[config.mk]
export PLATFORM = sky130hd
export DESIGN_NAME = window_watchdog_core
export DESIGN_NICKNAME = d
export VERILOG_FILES = /design/src/rtl/wdog_pkg.sv /design/src/rtl/pin_filter.sv /design/src/rtl/window_watchdog_core.sv
export SDC_FILE = /design/constraint.sdc
export NUM_CORES = 1
export LEC_CHECK = 0
export ABC_AREA = 0
export BUFFER_PORTS_ARGS = -buffer_cell sky130_fd_sc_hd__clkbuf_2
export CAP_MARGIN = 20
export CORE_AREA = 2 2 118 97
export DETAILED_ROUTE_END_ITERATION = 10
export DIE_AREA = 0 0 120 99
export HOLD_SLACK_MARGIN = 0.02
export PLACE_DENSITY_LB_ADDON = 0.05
export SLEW_MARGIN = 20
export SYNTH_ARGS = -nofsm -noshare
export SYNTH_HDL_FRONTEND = slang
export SYNTH_HIERARCHICAL = 1
export SYNTH_SLANG_ARGS = --single-unit
[constraint.sdc]
create_clock -name REF_CLK -period 6.6 [get_ports REF_CLK]
set_input_delay 0.33 -clock REF_CLK [delete_from_list [all_inputs] [get_ports REF_CLK]]
set_output_delay 0.33 -clock REF_CLK [all_outputs]
set_load 0.1 [all_outputs]
[src/rtl/wdog_pkg.sv]
// constants, timing counts and carriers for the window watchdog
// assumes a 20 MHz reference clock and a 1 us internal tick
package wdog_pkg;
   localparam int CLK_HZ = 20_000_000;
   localparam int TICK_US = 1;
   localparam int TICK_CYC = CLK_HZ / 1_000_000 * TICK_US;
   localparam int DIV_W = 5;
   localparam int CNT_W = 22;
   localparam int WIN_SHORT_MS = 250;
   localparam int WIN_LONG_MS = 2500;
   localparam int WIN_CAP_US = 6250;
   localparam int RST_DELAY_MS = 25;
   localparam int WIN_SHORT_TICKS = WIN_SHORT_MS * 1000 / TICK_US;
   localparam int WIN_LONG_TICKS = WIN_LONG_MS * 1000 / TICK_US;
   localparam int WIN_CAP_TICKS = WIN_CAP_US / TICK_US;
   localparam int RST_TICKS = RST_DELAY_MS * 1000 / TICK_US;
   // window-to-lower-boundary ratios, scaled by ten
   localparam int RATIO_HI_SHORT = 1249;
   localparam int RATIO_HI_LONG = 1277;
   localparam int RATIO_HI_CAP = 645;
   localparam int RATIO_LO_SHORT = 318;
   localparam int RATIO_LO_LONG = 320;
   localparam int RATIO_LO_CAP = 258;
   localparam int RATIO_SCALE = 10;
   localparam int NPINS = 4;
   localparam int PIN_TRIG = 3;

   typedef struct packed {
      logic timeout_cap;
      logic timeout_high;
      logic ratio_high;
   } strap_t;

   typedef enum logic [1:0] {
      ST_FIRST = 2'b00,
      ST_RUN = 2'b01,
      ST_HOLD = 2'b11
   } wd_state_t;
endpackage : wdog_pkg

[src/rtl/pin_filter.sv]
// three-stage synchroniser with agreement filter for one pin
// assumes the pin is asynchronous to clk
`timescale 1ns/10ps
`default_nettype none
module pin_filter
(
   // clock and reset
   input wire logic clk,
   input wire logic rst_n,
   // pin and filtered level
   input wire logic pin_in,
   output logic level
);
   logic s1_reg;
   logic s2_reg;
   logic s3_reg;

   always_ff @(posedge clk or negedge rst_n)
   begin
      if (!rst_n)
      begin
         s1_reg <= 1'b0;
         s2_reg <= 1'b0;
         s3_reg <= 1'b0;
      end
      else
      begin
         s1_reg <= pin_in;
         s2_reg <= s1_reg;
         s3_reg <= s2_reg;
      end
   end

   // a change counts only once stages two and three agree
   always_ff @(posedge clk or negedge rst_n)
   begin
      if (!rst_n)
         level <= 1'b0;
      else if (s2_reg == s3_reg)
         level <= s3_reg;
   end
endmodule : pin_filter
`default_nettype wire

[src/rtl/window_watchdog_core.sv]
// window watchdog core: trigger window check and reset output
// assumes strap pins are static ties and the reset pin is open drain
`timescale 1ns/10ps
`default_nettype none
// Functional notes
// - a trigger rising edge is caught at any time but acted on at the next internal tick.
// - ratio high with short timeout puts the lower boundary at window over 124.9.
// - ratio high with long timeout puts the lower boundary at window over 127.7.
// - ratio high with capacitor timeout puts the lower boundary at window over 64.5.
// - ratio low with short timeout puts the lower boundary at window over 31.8.
// - ratio low with long timeout puts the lower boundary at window over 32.
// - ratio low with capacitor timeout puts the lower boundary at window over 25.8.
// - the timeout is 0.25 s or 2.5 s by strap, or capacitor set when one is fitted.
// - timeout strap high gives a 2.5 s window while the capacitor strap is low.
// - timeout strap low gives a 0.25 s window while the capacitor strap is low.
// - each trigger edge that is not early and not in the reset hold restarts the window and clears the timers.
// - the first window after reset has no lower boundary; later ones do.
module window_watchdog_core
   import wdog_pkg::*;
#(
   parameter int WIN_SHORT = wdog_pkg::WIN_SHORT_TICKS,
   parameter int WIN_LONG = wdog_pkg::WIN_LONG_TICKS,
   parameter int WIN_CAP = wdog_pkg::WIN_CAP_TICKS,
   parameter int RST_HOLD = wdog_pkg::RST_TICKS
)
(
   // clock and reset
   input wire logic REF_CLK,
   input wire logic RESETN,
   // processor trigger and strap pins
   input wire logic TRIGGER_INPUT,
   input wire wdog_pkg::strap_t STRAPS,
   // open-drain reset pin
   output logic RST_OUT,
   output logic RST_OE_N
);
   import wdog_pkg::*;

   logic [NPINS-1:0] pins;
   logic [NPINS-1:0] pins_f;
   logic trig_prev_reg;
   logic pend_reg;
   logic tick_reg;
   logic [DIV_W-1:0] div_reg;
   logic [CNT_W-1:0] cnt_reg;
   logic [CNT_W-1:0] cnt_inc;
   logic [CNT_W-1:0] win_reg;
   logic [CNT_W-1:0] lower_reg;
   logic [CNT_W-1:0] win_next;
   logic [CNT_W-1:0] lower_next;
   wd_state_t state_reg;
   logic trig_rise;
   logic early;
   logic expire;

   assign pins = {TRIGGER_INPUT, STRAPS};

   genvar g;
   generate
      for (g = 0; g < NPINS; g++)
      begin : g_pin
         pin_filter u_filt
         (
            .clk(REF_CLK),
            .rst_n(RESETN),
            .pin_in(pins[g]),
            .level(pins_f[g])
         );
      end
   endgenerate

   // free-running internal oscillator as a tick enable
   always_ff @(posedge REF_CLK or negedge RESETN)
   begin
      if (!RESETN)
      begin
         div_reg <= '0;
         tick_reg <= 1'b0;
      end
      else if (div_reg == DIV_W'(TICK_CYC - 1))
      begin
         div_reg <= '0;
         tick_reg <= 1'b1;
      end
      else
      begin
         div_reg <= div_reg + 1'b1;
         tick_reg <= 1'b0;
      end
   end

   assign trig_rise = pins_f[PIN_TRIG] & ~trig_prev_reg;

   always_ff @(posedge REF_CLK or negedge RESETN)
   begin
      if (!RESETN)
         trig_prev_reg <= 1'b0;
      else
         trig_prev_reg <= pins_f[PIN_TRIG];
   end

   // edge held until the next tick; a new edge wins over the clear
   always_ff @(posedge REF_CLK or negedge RESETN)
   begin
      if (!RESETN)
         pend_reg <= 1'b0;
      else if (trig_rise)
         pend_reg <= 1'b1;
      else if (tick_reg)
         pend_reg <= 1'b0;
   end

   // window and boundary from the straps
   always_comb
   begin
      win_next = CNT_W'(WIN_SHORT);
      lower_next = CNT_W'(WIN_SHORT * RATIO_SCALE / RATIO_LO_SHORT);
      if (pins_f[2])
      begin
         win_next = CNT_W'(WIN_CAP);
         if (pins_f[0])
            lower_next = CNT_W'(WIN_CAP * RATIO_SCALE / RATIO_HI_CAP);
         else
            lower_next = CNT_W'(WIN_CAP * RATIO_SCALE / RATIO_LO_CAP);
      end
      else if (pins_f[1])
      begin
         win_next = CNT_W'(WIN_LONG);
         if (pins_f[0])
            lower_next = CNT_W'(WIN_LONG * RATIO_SCALE / RATIO_HI_LONG);
         else
            lower_next = CNT_W'(WIN_LONG * RATIO_SCALE / RATIO_LO_LONG);
      end
      else if (pins_f[0])
         lower_next = CNT_W'(WIN_SHORT * RATIO_SCALE / RATIO_HI_SHORT);
   end

   // straps followed during the first window, frozen after
   always_ff @(posedge REF_CLK or negedge RESETN)
   begin
      if (!RESETN)
      begin
         win_reg <= CNT_W'(WIN_SHORT);
         lower_reg <= '0;
      end
      else if (tick_reg && state_reg == ST_FIRST)
      begin
         win_reg <= win_next;
         lower_reg <= lower_next;
      end
   end

   assign cnt_inc = cnt_reg + 1'b1;
   assign early = pend_reg && state_reg == ST_RUN && cnt_reg < lower_reg;
   assign expire = !pend_reg && cnt_inc >= win_reg;

   always_ff @(posedge REF_CLK or negedge RESETN)
   begin
      if (!RESETN)
      begin
         state_reg <= ST_FIRST;
         cnt_reg <= '0;
      end
      else if (tick_reg)
      begin
         unique case (state_reg)
            ST_FIRST, ST_RUN:
            begin
               if (early || expire)
               begin
                  state_reg <= ST_HOLD;
                  cnt_reg <= '0;
               end
               else if (pend_reg)
               begin
                  state_reg <= ST_RUN;
                  cnt_reg <= '0;
               end
               else
                  cnt_reg <= cnt_inc;
            end
            ST_HOLD:
            begin
               if (cnt_inc >= CNT_W'(RST_HOLD))
               begin
                  state_reg <= ST_FIRST;
                  cnt_reg <= '0;
               end
               else
                  cnt_reg <= cnt_inc;
            end
            default:
            begin
               state_reg <= ST_HOLD;
               cnt_reg <= '0;
            end
         endcase
      end
   end

   // open drain: only ever pulls low, enable low while pulling
   always_ff @(posedge REF_CLK or negedge RESETN)
   begin
      if (!RESETN)
      begin
         RST_OUT <= 1'b0;
         RST_OE_N <= 1'b1;
      end
      else if (tick_reg)
      begin
         RST_OUT <= 1'b0;
         if (state_reg != ST_HOLD && (early || expire))
            RST_OE_N <= 1'b0;
         else if (state_reg == ST_HOLD && cnt_inc >= CNT_W'(RST_HOLD))
            RST_OE_N <= 1'b1;
      end
   end

   a_tick_only_act: assert property (@(posedge REF_CLK) disable iff (!RESETN)
      !tick_reg |=> $stable(cnt_reg) && $stable(state_reg))
      else $error("counter moved off a tick");
   a_edge_restart: assert property (@(posedge REF_CLK) disable iff (!RESETN)
      tick_reg && pend_reg && state_reg != ST_HOLD |=> cnt_reg == '0)
      else $error("trigger did not clear the timer");
   a_first_no_lower: assert property (@(posedge REF_CLK) disable iff (!RESETN)
      tick_reg && pend_reg && state_reg == ST_FIRST && !expire
      |=> state_reg == ST_RUN && RST_OE_N)
      else $error("first window enforced a lower boundary");
   a_early_reset: assert property (@(posedge REF_CLK) disable iff (!RESETN)
      tick_reg && early |=> state_reg == ST_HOLD && !RST_OE_N)
      else $error("early trigger did not assert reset");
   a_timeout_reset: assert property (@(posedge REF_CLK) disable iff (!RESETN)
      tick_reg && state_reg != ST_HOLD && !pend_reg && cnt_inc >= win_reg
      |=> !RST_OE_N)
      else $error("timeout did not assert reset");
   a_hold_release: assert property (@(posedge REF_CLK) disable iff (!RESETN)
      tick_reg && state_reg == ST_HOLD && cnt_inc >= CNT_W'(RST_HOLD)
      |=> state_reg == ST_FIRST && RST_OE_N)
      else $error("reset not released after delay");
   a_hold_drives: assert property (@(posedge REF_CLK) disable iff (!RESETN)
      state_reg == ST_HOLD |-> !RST_OE_N && !RST_OUT)
      else $error("reset pin released during hold");
   a_window_short: assert property (@(posedge REF_CLK) disable iff (!RESETN)
      tick_reg && state_reg == ST_FIRST && pins_f[2:1] == 2'h0
      |=> win_reg == CNT_W'(WIN_SHORT))
      else $error("short window not selected");
   a_window_long: assert property (@(posedge REF_CLK) disable iff (!RESETN)
      tick_reg && state_reg == ST_FIRST && pins_f[2:1] == 2'h1
      |=> win_reg == CNT_W'(WIN_LONG))
      else $error("long window not selected");
   a_lower_ratio: assert property (@(posedge REF_CLK) disable iff (!RESETN)
      tick_reg && state_reg == ST_FIRST && pins_f[2:0] == 3'h1
      |=> lower_reg == CNT_W'(WIN_SHORT * RATIO_SCALE / RATIO_HI_SHORT))
      else $error("wrong lower boundary");

   c_good_trigger: cover property (@(posedge REF_CLK) disable iff (!RESETN)
      tick_reg && pend_reg && state_reg == ST_RUN && !early);
   c_early: cover property (@(posedge REF_CLK) disable iff (!RESETN)
      tick_reg && early);
   c_timeout: cover property (@(posedge REF_CLK) disable iff (!RESETN)
      tick_reg && state_reg == ST_RUN && expire);
endmodule : window_watchdog_core
`default_nettype wire

==> impl_metrics.env, run 1 <==
export IMPL_status="finished, final reports clean"
export IMPL_dp_hpwl_um=7534
export IMPL_drv_slew=0
export IMPL_power_density_nw_per_um2=235.4
export IMPL_fin_crit_sh_pct=66.29
export IMPL_cts_setup_buffers=0
export IMPL_core_area_um2=10680
export IMPL_final_util_pct=43.06
export IMPL_final_cell_mix="dfrtp_1, nand2_1, ha_1, inv_1, nor2_1"
export IMPL_fin_setup_tns_ps=0
export IMPL_cp_end_kind="flip-flop"
export IMPL_hold_violations=0
export IMPL_ctsResizeCount=0
export IMPL_gp_congestion=0.9210
export IMPL_power_switching_share_pct=23.06
export IMPL_grt_max_degree=69
export IMPL_fp_dieW_um=120
export IMPL_largest_register_ffs=22
export IMPL_p_seq_share_pct=41.8
export IMPL_min_period_ps=4375
export IMPL_final_layout_size_suffix_gt1_share_pct=11.19
export IMPL_io_pins=8
export IMPL_drtAntennaViolNets=0
export IMPL_syn_inst=441
export IMPL_holdBufCountCts=0
export IMPL_intPower_uw=832.8
export IMPL_relSlewSlack_pct=42.36
export IMPL_p_total_mw=1.082
export IMPL_fin_skew_ps=12.70
export IMPL_maxCapViolCount=0
export IMPL_wl_per_cell_um=17.72
export IMPL_rsz0062_at_grt="no"
export IMPL_vias=3125
export IMPL_combPwrFrac_pct=6.3
export IMPL_worst_slew_pin_slew_ps=864.6
export IMPL_postRouteWirelength_um=10310
export IMPL_drt_initial_drc_count=226
export IMPL_portBuffers=6
export IMPL_initial_core_util_pct=39.02
export IMPL_ys_seq_elements=68
export IMPL_clock_path_buffers=2
export IMPL_syn_avg_cell_area_um2=9.448
export IMPL_cp_cell_sequence="ha_1 > and2_1 > nand2_1 > nor3_1 > xor2_1 > ha_1 > nand4_1 > nor2_1 > nand4_1 > o21ai_0 > nor4bb_1 > a221oi_2 > and3_1 > nor2_2"
export IMPL_grt_pass1_wl_um=17780
export IMPL_ys_warn_count=6
export IMPL_cts_buffers=9
export IMPL_critPathArrivalTime_ps=4580
export IMPL_worstSkewPairLatency_ps=340
export IMPL_cp_slowest_cell="a221oi_2"
export IMPL_cp_max_fo=9
export IMPL_cts_root_buf="clkbuf_16"
export IMPL_dp_cells=566
export IMPL_first_global_vias=3195
export IMPL_clock_sinks=68
export IMPL_critical_path_buf_inv_count=0
export IMPL_cts_tree="done"
export IMPL_async_reset_ff_share_pct=100.0
export IMPL_netlist_area_um2=4166
export IMPL_viasPerCell=5.369
export IMPL_finalSetupViolCount=0
export IMPL_start_kind="flip-flop"
export IMPL_syn_num_nets=485
export IMPL_dieArea_um2=11880
export IMPL_synth_main_ff_cell="dfrtp_1"
export IMPL_required_ps=6800
export IMPL_overflow=0
export IMPL_critical_path_top_delay_family="simple AND/OR/NAND/NOR gates"
export IMPL_p_clk_share_pct=51.8
export IMPL_finalNetCount=477
export IMPL_diodes=0
export IMPL_p_switching_uw=249.6
export IMPL_hold_class="primary input to asynchronous set/reset pin"
export IMPL_die_y_um=99
export IMPL_htreeDepth=3
export IMPL_path_clk_slew_ps=70
export IMPL_syn_to_final_growth_pct=10.36
export IMPL_critPathMaxStageDelay_ps=610
export IMPL_leakage_nw=2.133
export IMPL_ir_worst_vdd_mv=0.1974
export IMPL_final_cells=582
export IMPL_fp_row_count=34
export IMPL_grt_antenna_before_repair=0
export IMPL_synth_edf_count=0
export IMPL_yosysSeqAreaShare_pct=40.96
export IMPL_drt_pass1_iterations=4
export IMPL_timing_fmax_ghz=0.2285
export IMPL_drc=0
export IMPL_layout_commonest_cell="dfrtp_1"
export IMPL_crit_type="flip-flop to flip-flop"
export IMPL_synth_distinct_cells=61
export IMPL_grt_usage_pct=19.45
==> power groups by stage <==
stage	registers (mW)	clock network, mW	logic, mW
after global placement	0.460	0	0.0691
after CTS	0.453	0.574	0.0707
final	0.453	0.561	0.0685
after global routing	0.456	0.595	0.0820
after floorplan	0.454	0	0.0472
after detailed placement	0.461	0	0.0701
==> logic make-up after synthesis <==
| kind of cell | Yosys count | synth area share, % |
|---|---|---|
| simple gates | 145 | 17.99 |
| other cells | 1 | 0.09000 |
| fa+ha+maj | 42 | 12.49 |
| mux | 5 | 1.201 |
| compound gates | 98 | 16.16 |
| xor+xnor | 25 | 5.255 |
| flops | 68 | 40.96 |
| buf+inv | 57 | 5.856 |
==> final cells by class <==
class                   instances  area (um2)
clock buffers                  10       229.0
fillers                      1051        6080
flip-flops and latches         68        1707
well taps                     144       180.2
clock inverters                 6       113.9
inverters                      32       120.1
repair buffers                  6       32.53
multi-input cells             316        2216
==> metrics by stage <==
| step | setup WS (ps) | hold slack (ps) | instance area (um2) |
|---|---|---|---|
| CTS | 2268 | 87.83 | 4598 |
| global route | 1834 | 84.73 | 4598 |
| finish | 2225 | 97.53 | 4598 |
| floorplan | 3236 | 34.41 | 4167 |
| global placement | 2288 | 335.7 | 4255 |
| detailed placement | 2290 | 336.5 | 4255 |
==> per-layer routing <==
metal | share of wire [%] | global-route usage [%]
met1 | 52 | 29.26
met2 | 43 | 27.88
met3 | 4.3 | 4.282
met4 | 1.1 | 5.520
met5 | 0 | 0
==> synthesized netlist by cell type, types with 9 or more instances <==
library cell	count	share of area [%]
xnor2_1	15	3.2
o21ai_0	23	2.8
ha_1	38	11
nand3_1	18	2.2
nor2_2	9	1.4
nor2_1	25	2.3
nand2_1	38	3.4
xor2_1	10	2.1
nand4_1	10	1.5
a22o_1	11	2.3
a21o_1	14	2.5
clkbuf_1	13	1.2
dfrtp_1	64	38
nor3_1	10	1.2
a21oi_1	15	1.8
inv_1	31	2.8
==> worst paths after layout <==
path / slack (ps) / cells past startpoint / from / to
max: 2220 / 14 / cnt_reg[0] / cnt_reg[7]
min: 100 / 1 / RESETN / cnt_reg[16]
max reg2reg: 2220 / 14 / cnt_reg[0] / cnt_reg[7]
min reg2reg: 350 / 0 / g_pin[3].u_filt/s1_reg / g_pin[3].u_filt/s2_reg
max in group asynchronous: 5920 / 1 / RESETN / cnt_reg[18]
min in group REF_CLK: 100 / 1 / STRAPS[2] / g_pin[2].u_filt/s1_reg
Note: power is estimated with default switching activity, not from simulation.
==> run 2, diff against run 1 <==
==> constraint.sdc (replaced) <==
create_clock -name REF_CLK -period 3.8 [get_ports REF_CLK]
set_input_delay 0.19 -clock REF_CLK [delete_from_list [all_inputs] [get_ports REF_CLK]]
set_output_delay 0.19 -clock REF_CLK [all_outputs]
set_load 0.1 [all_outputs]
==> run 2 against run 1 <==
- the run now ends with hold timing left
- register-to-register slack got worse by 1900 ps
- non-clock buffer count rose by 36
- core utilization rose by 2.6 points
- combinational power rose by 81%
- final cell count rose by 6.0%
- clock skew fell by 4.8 ps
- clock power rose by 60%
- hold slack got worse by 130 ps
- first-iteration DRC count rose by 23%
- critical path depth did not move
- count of clock-buffer cells in the layout fell by 1
==> impl_metrics.env, run 2 (synthesized netlist as in run 1, its figures left out) <==
export IMPL_fin_skew_ps=7.927
export IMPL_worst_slew_pin_slew_ps=886.4
export IMPL_timing_fmax_ghz=0.2883
export IMPL_finalNetCount=513
export IMPL_grt_max_degree=69
export IMPL_fin_setup_tns_ps=0
export IMPL_die_y_um=99
export IMPL_min_period_ps=3468
export IMPL_wl_per_cell_um=18.31
export IMPL_fin_crit_sh_pct=91.27
export IMPL_hold_class="primary input to asynchronous set/reset pin"
export IMPL_critPathMaxStageDelay_ps=460
export IMPL_cp_max_fo=6
export IMPL_grt_pass1_wl_um=18990
export IMPL_overflow=0
export IMPL_dieArea_um2=11880
export IMPL_drc=0
export IMPL_io_pins=8
export IMPL_diodes=0
export IMPL_cp_cell_sequence="and4_2 > nand2_1 > or3_1 > xnor2_1 > ha_1 > nand4_1 > nor2_1 > nand4_1 > o21ai_1 > nor4bb_1 > a221oi_2 > and3_1 > buf_4 > nor2_2"
export IMPL_r2r_slack_ps=330
export IMPL_critical_path_buf_inv_count=1
export IMPL_intPower_mw=1.379
export IMPL_rsz0062_at_grt="no"
export IMPL_ir_worst_vdd_mv=0.2281
export IMPL_hold_violations=18
export IMPL_p_clk_share_pct=49.7
export IMPL_initial_core_util_pct=39.02
export IMPL_power_switching_share_pct=23.75
export IMPL_clock_path_buffers=2
export IMPL_drt_initial_drc_count=278
export IMPL_fp_dieW_um=120
export IMPL_timing_hold_ws_ps=-30.27
export IMPL_final_layout_size_suffix_gt1_share_pct=17.76
export IMPL_power_density_nw_per_um2=370.5
export IMPL_dpl_worst_slack_ps=205.6
export IMPL_cts_setup_buffers=0
export IMPL_critical_path_top_delay_family="simple AND/OR/NAND/NOR gates"
export IMPL_viasPerCell=5.400
export IMPL_required_ps=4020
export IMPL_core_area_um2=10680
export IMPL_layout_commonest_cell="dfrtp_1"
export IMPL_dp_hpwl_um=8448
export IMPL_finalSetupViolCount=0
export IMPL_drt_pass1_iterations=5
export IMPL_htreeDepth=3
export IMPL_path_clk_slew_ps=60
export IMPL_maxCapViolCount=0
export IMPL_vias=3332
export IMPL_status="finished with violations"
export IMPL_cp_end_kind="flip-flop"
export IMPL_cp_slowest_cell="dfrtp_1"
export IMPL_fp_row_count=34
export IMPL_final_cell_mix="dfrtp_1, nand2_1, ha_1, inv_1, buf_4"
export IMPL_crit_type="flip-flop to flip-flop"
export IMPL_largest_register_ffs=22
export IMPL_grt_antenna_before_repair=0
export IMPL_worstSkewPairLatency_ps=330
export IMPL_gp_congestion=0.8983
export IMPL_start_kind="flip-flop"
export IMPL_syn_to_final_growth_pct=17.12
export IMPL_worst_slack_ps=331.8
export IMPL_cp_common_cell="nand4_1"
export IMPL_cts_root_buf="clkbuf_16"
export IMPL_critPathArrivalTime_ps=3690
export IMPL_leakage_nw=2.311
export IMPL_p_seq_share_pct=43.5
export IMPL_combPwrFrac_pct=6.8
export IMPL_cts_tree="done"
export IMPL_postRouteWirelength_um=11300
export IMPL_violations="hold timing"
export IMPL_clock_sinks=68
export IMPL_p_switching_uw=429.4
export IMPL_first_global_vias=3356
export IMPL_cts_buffers=9
export IMPL_drtAntennaViolNets=0
export IMPL_relSlewSlack_pct=40.90
export IMPL_drv_slew=0
export IMPL_grt_usage_pct=20.99
export IMPL_portBuffers=6
-- run 2: cell count changes in the layout (fill, tap and decap cells not counted), moves of 2 or more --
cell,previous run,this run
dlygate4sd3_1,0,4
buf_12,0,2
buf_4,1,31
dfrtp_2,0,2
dfrtp_1,64,62
-- run 2: worst paths after layout --
kind	start	to	cells after the start
min in group REF_CLK	g_pin[2].u_filt/s1_reg	g_pin[2].u_filt/s2_reg	0
max in group asynchronous	RESETN	cnt_reg[2]	1
min reg2reg	g_pin[2].u_filt/s1_reg	g_pin[2].u_filt/s2_reg	0
max	cnt_reg[3]	cnt_reg[6]	14
min	RESETN	lower_reg[6]	1
max reg2reg	cnt_reg[3]	cnt_reg[6]	14
-- run 2: final cells by class --
cell class,instances,area (um2)
Clock buffer,9,225.2
Clock inverter,6,90.09
Sequential cell,68,1709
Fill cell,1029,5798
Multi-Input combinational cell,316,2217
Inverter,32,120.1
Tap cell,144,180.2
Timing Repair Buffer,42,337.8
-- run 2: power by group through the flow --
stage               sequential (mW)  combinational [mW]  clock [mW]
finish                        0.786               0.124       0.899
global route                  0.791               0.145       0.952
CTS                           0.786               0.126       0.927
detailed placement            0.799               0.122           0
global placement              0.799               0.120           0
floorplan                     0.789              0.0820           0
-- run 2: metal layers --
| metal | vias to the layer above | GRT usage, % | wire length, um |
|---|---|---|---|
| met5 | - | 0 | 0 |
| met4 | 0 | 5.339 | 117 |
| met3 | 9 | 4.225 | 777 |
| met2 | 101 | 30.55 | 4814 |
| met1 | 1613 | 31.64 | 5588 |
| li1 | 1609 | - | - |
-- run 2: repair_timing --
item | 4_1_cts | 5_1_grt
hold endpoints to repair | 4 | 0
hold buffers | 4 | 0
setup endpoints to repair | 0 | 20
gates resized for setup | 0 | 4
-- run 2: metrics by stage --
step                      cells  util (%)  power [mW]  area (um2)
after detailed placement    598     42.34      0.9215        4521
after global placement      598     42.34      0.9192        4521
final                       617     45.70       1.808        4880
after CTS                   617     45.66       1.839        4876
after floorplan             441         -      0.8713        4167
after global routing        617     45.70       1.888        4880
==> run 3, diff against run 2 <==
==> constraint.sdc (replaced) <==
create_clock -name REF_CLK -period 3.1 [get_ports REF_CLK]
set_input_delay 0.155 -clock REF_CLK [delete_from_list [all_inputs] [get_ports REF_CLK]]
set_output_delay 0.155 -clock REF_CLK [all_outputs]
set_load 0.1 [all_outputs]
==> run 3 against run 2 <==
- the run ends with setup timing left
- die area did not move
- first-iteration DRC count fell by 44%
- total power rose by 19%
- global-route usage fell by 0.73 points
- clock skew fell by 3.1 ps
- critical path type unchanged
- highest routed layer unchanged
==> impl_metrics.env, run 3 (synthesized netlist as in run 1, its figures left out) <==
export IMPL_overflow=0
export IMPL_violations="setup timing"
export IMPL_die_y_um=99
export IMPL_timing_fmax_ghz=0.3070
export IMPL_syn_to_final_growth_pct=30.12
export IMPL_drt_initial_drc_count=156
export IMPL_cp_cell_sequence="buf_6 > and3_4 > nand2_2 > buf_6 > nor2_4 > xor2_2 > ha_1 > nand4_1 > nor2_2 > o2111ai_2 > a31oi_2 > nor4bb_4 > a221oi_2 > and3_1 > buf_4 > nor2_2"
export IMPL_critPathMaxStageDelay_ps=420
export IMPL_drtAntennaViolNets=0
export IMPL_fill_cells=990
export IMPL_power_density_nw_per_um2=398.0
export IMPL_drv_slew=0
export IMPL_initial_core_util_pct=39.02
export IMPL_cts_root_buf="clkbuf_16"
export IMPL_vias=3462
export IMPL_postRouteWirelength_um=11170
export IMPL_min_period_ps=3258
export IMPL_path_clk_slew_ps=60
export IMPL_drc=0
export IMPL_worst_slew_pin_slew_ps=875.7
export IMPL_grtUsageMet2_pct=30.81
export IMPL_ir_worst_vdd_mv=0.2961
export IMPL_critical_path_top_delay_family="simple AND/OR/NAND/NOR gates"
export IMPL_required_ps=3310
export IMPL_worstSkewPairLatency_ps=330
export IMPL_rsz0062_at_grt="yes"
export IMPL_grt_usage_pct=20.26
export IMPL_fin_crit_sh_pct=105.1
export IMPL_min_path_cells=0
export IMPL_final_layout_size_suffix_gt1_share_pct=31.26
export IMPL_leakage_nw=2.574
export IMPL_cp_max_fo=5
export IMPL_dieArea_um2=11880
export IMPL_finalNetCount=554
export IMPL_wl_per_cell_um=16.95
export IMPL_viasPerCell=5.253
export IMPL_hold_violations=0
export IMPL_layout_commonest_cell="buf_4"
export IMPL_start_kind="flip-flop"
export IMPL_cp_end_kind="flip-flop"
export IMPL_critPathArrivalTime_ps=3470
export IMPL_maxCapViolCount=0
export IMPL_grt_antenna_before_repair=0
export IMPL_critical_path_buf_inv_count=3
export IMPL_fin_skew_ps=4.854
export IMPL_finalSetupViolCount=22
export IMPL_htreeDepth=3
export IMPL_status="finished with violations"
export IMPL_core_area_um2=10680
export IMPL_first_global_vias=3452
export IMPL_grt_met1_usage_pct=28.90
export IMPL_fp_dieW_um=120
export IMPL_io_pins=8
export IMPL_final_util_pct=50.77
export IMPL_fp_row_count=34
export IMPL_largest_register_ffs=22
export IMPL_clock_sinks=68
export IMPL_crit_type="flip-flop to flip-flop"
export IMPL_path_depth=16
export IMPL_gp_congestion=0.9191
export IMPL_relSlewSlack_pct=41.62
export IMPL_use_met3_pct=4.514
export IMPL_diodes=0
export IMPL_clock_path_buffers=2
export IMPL_grt_max_degree=69
export IMPL_dp_hpwl_um=8191
export IMPL_cts_tree="done"
export IMPL_cp_slowest_cell="dfrtp_1"
export IMPL_cts_buffers=9
export IMPL_hold_class="flip-flop to flip-flop"
export IMPL_worst_slack_ps=-157.7
export IMPL_fin_setup_tns_ps=-2589
export IMPL_final_cell_mix="buf_4, dfrtp_1, ha_1, nand2_1, inv_1"
export IMPL_portBuffers=6
export IMPL_grt_pass1_wl_um=18440
export IMPL_top_usage_layer="met2"
export IMPL_dpl_worst_slack_ps=-143.5
export IMPL_drt_pass1_iterations=5
export IMPL_r2r_cells=16
## run 3: changes by cell type in the layout (fill, tap and decap cells not counted), sizes merged
cell         before  now
buf              33   73
bufinv            2    1
clkbuf           14   15
dlygate4sd3       4    5
inv              31   32
## run 3: final cells by class
cell class                      count  area, um2  share of cell area [%]
Sequential cell                    68       1712                   31.57
Timing Repair Buffer               83      649.4                   11.98
Clock inverter                      6      72.57                   1.339
Clock buffer                       10      229.0                   4.223
Multi-Input combinational cell    316       2459                   45.35
Inverter                           32      120.1                   2.216
Tap cell                          144      180.2                   3.323
## run 3: worst paths after layout
path                                   startpoint                endpoint  slack [ps]
max                                    cnt_reg[0]              cnt_reg[6]        -160
min                        g_pin[0].u_filt/s1_reg  g_pin[0].u_filt/s2_reg         350
max reg2reg                            cnt_reg[0]              cnt_reg[6]        -160
min reg2reg                g_pin[0].u_filt/s1_reg  g_pin[0].u_filt/s2_reg         350
max in group asynchronous                  RESETN              cnt_reg[2]        2010
min in group asynchronous                  RESETN              div_reg[4]         480
## run 3: power breakdown
part           switching (mW)  internal, mW
Combinational          0.0963        0.0602
Sequential             0.0290         0.934
Clock                   0.409         0.630
Total                   0.534          1.62
## run 3: metrics by stage
step / cells / area (um2) / hold slack (ps) / power (mW)
after floorplan: 441 / 4202 / -140.6 / 1.068
after global placement: 626 / 4725 / 266.1 / 1.123
after detailed placement: 626 / 4725 / 265.0 / 1.127
after CTS: 654 / 5228 / 352.8 / 2.190
after global routing: 659 / 5421 / 366.1 / 2.268
final: 659 / 5421 / 349.8 / 2.158
## run 3: layer usage
layer	part of all wire, %	up-vias	routed length [um]
met5	0	-	0
met4	1.3	0	140
met3	4.3	11	477
met2	45	74	4979
met1	50	1680	5573
li1	-	1697	-
## run 3: repair_timing
action	4_1_cts	5_1_grt
endpoints found under the hold margin	68	0
buffers inserted	7	5
endpoints found under the setup margin	21	25
pin swaps	17	23
gates resized for setup	23	33
hold buffers	5	0
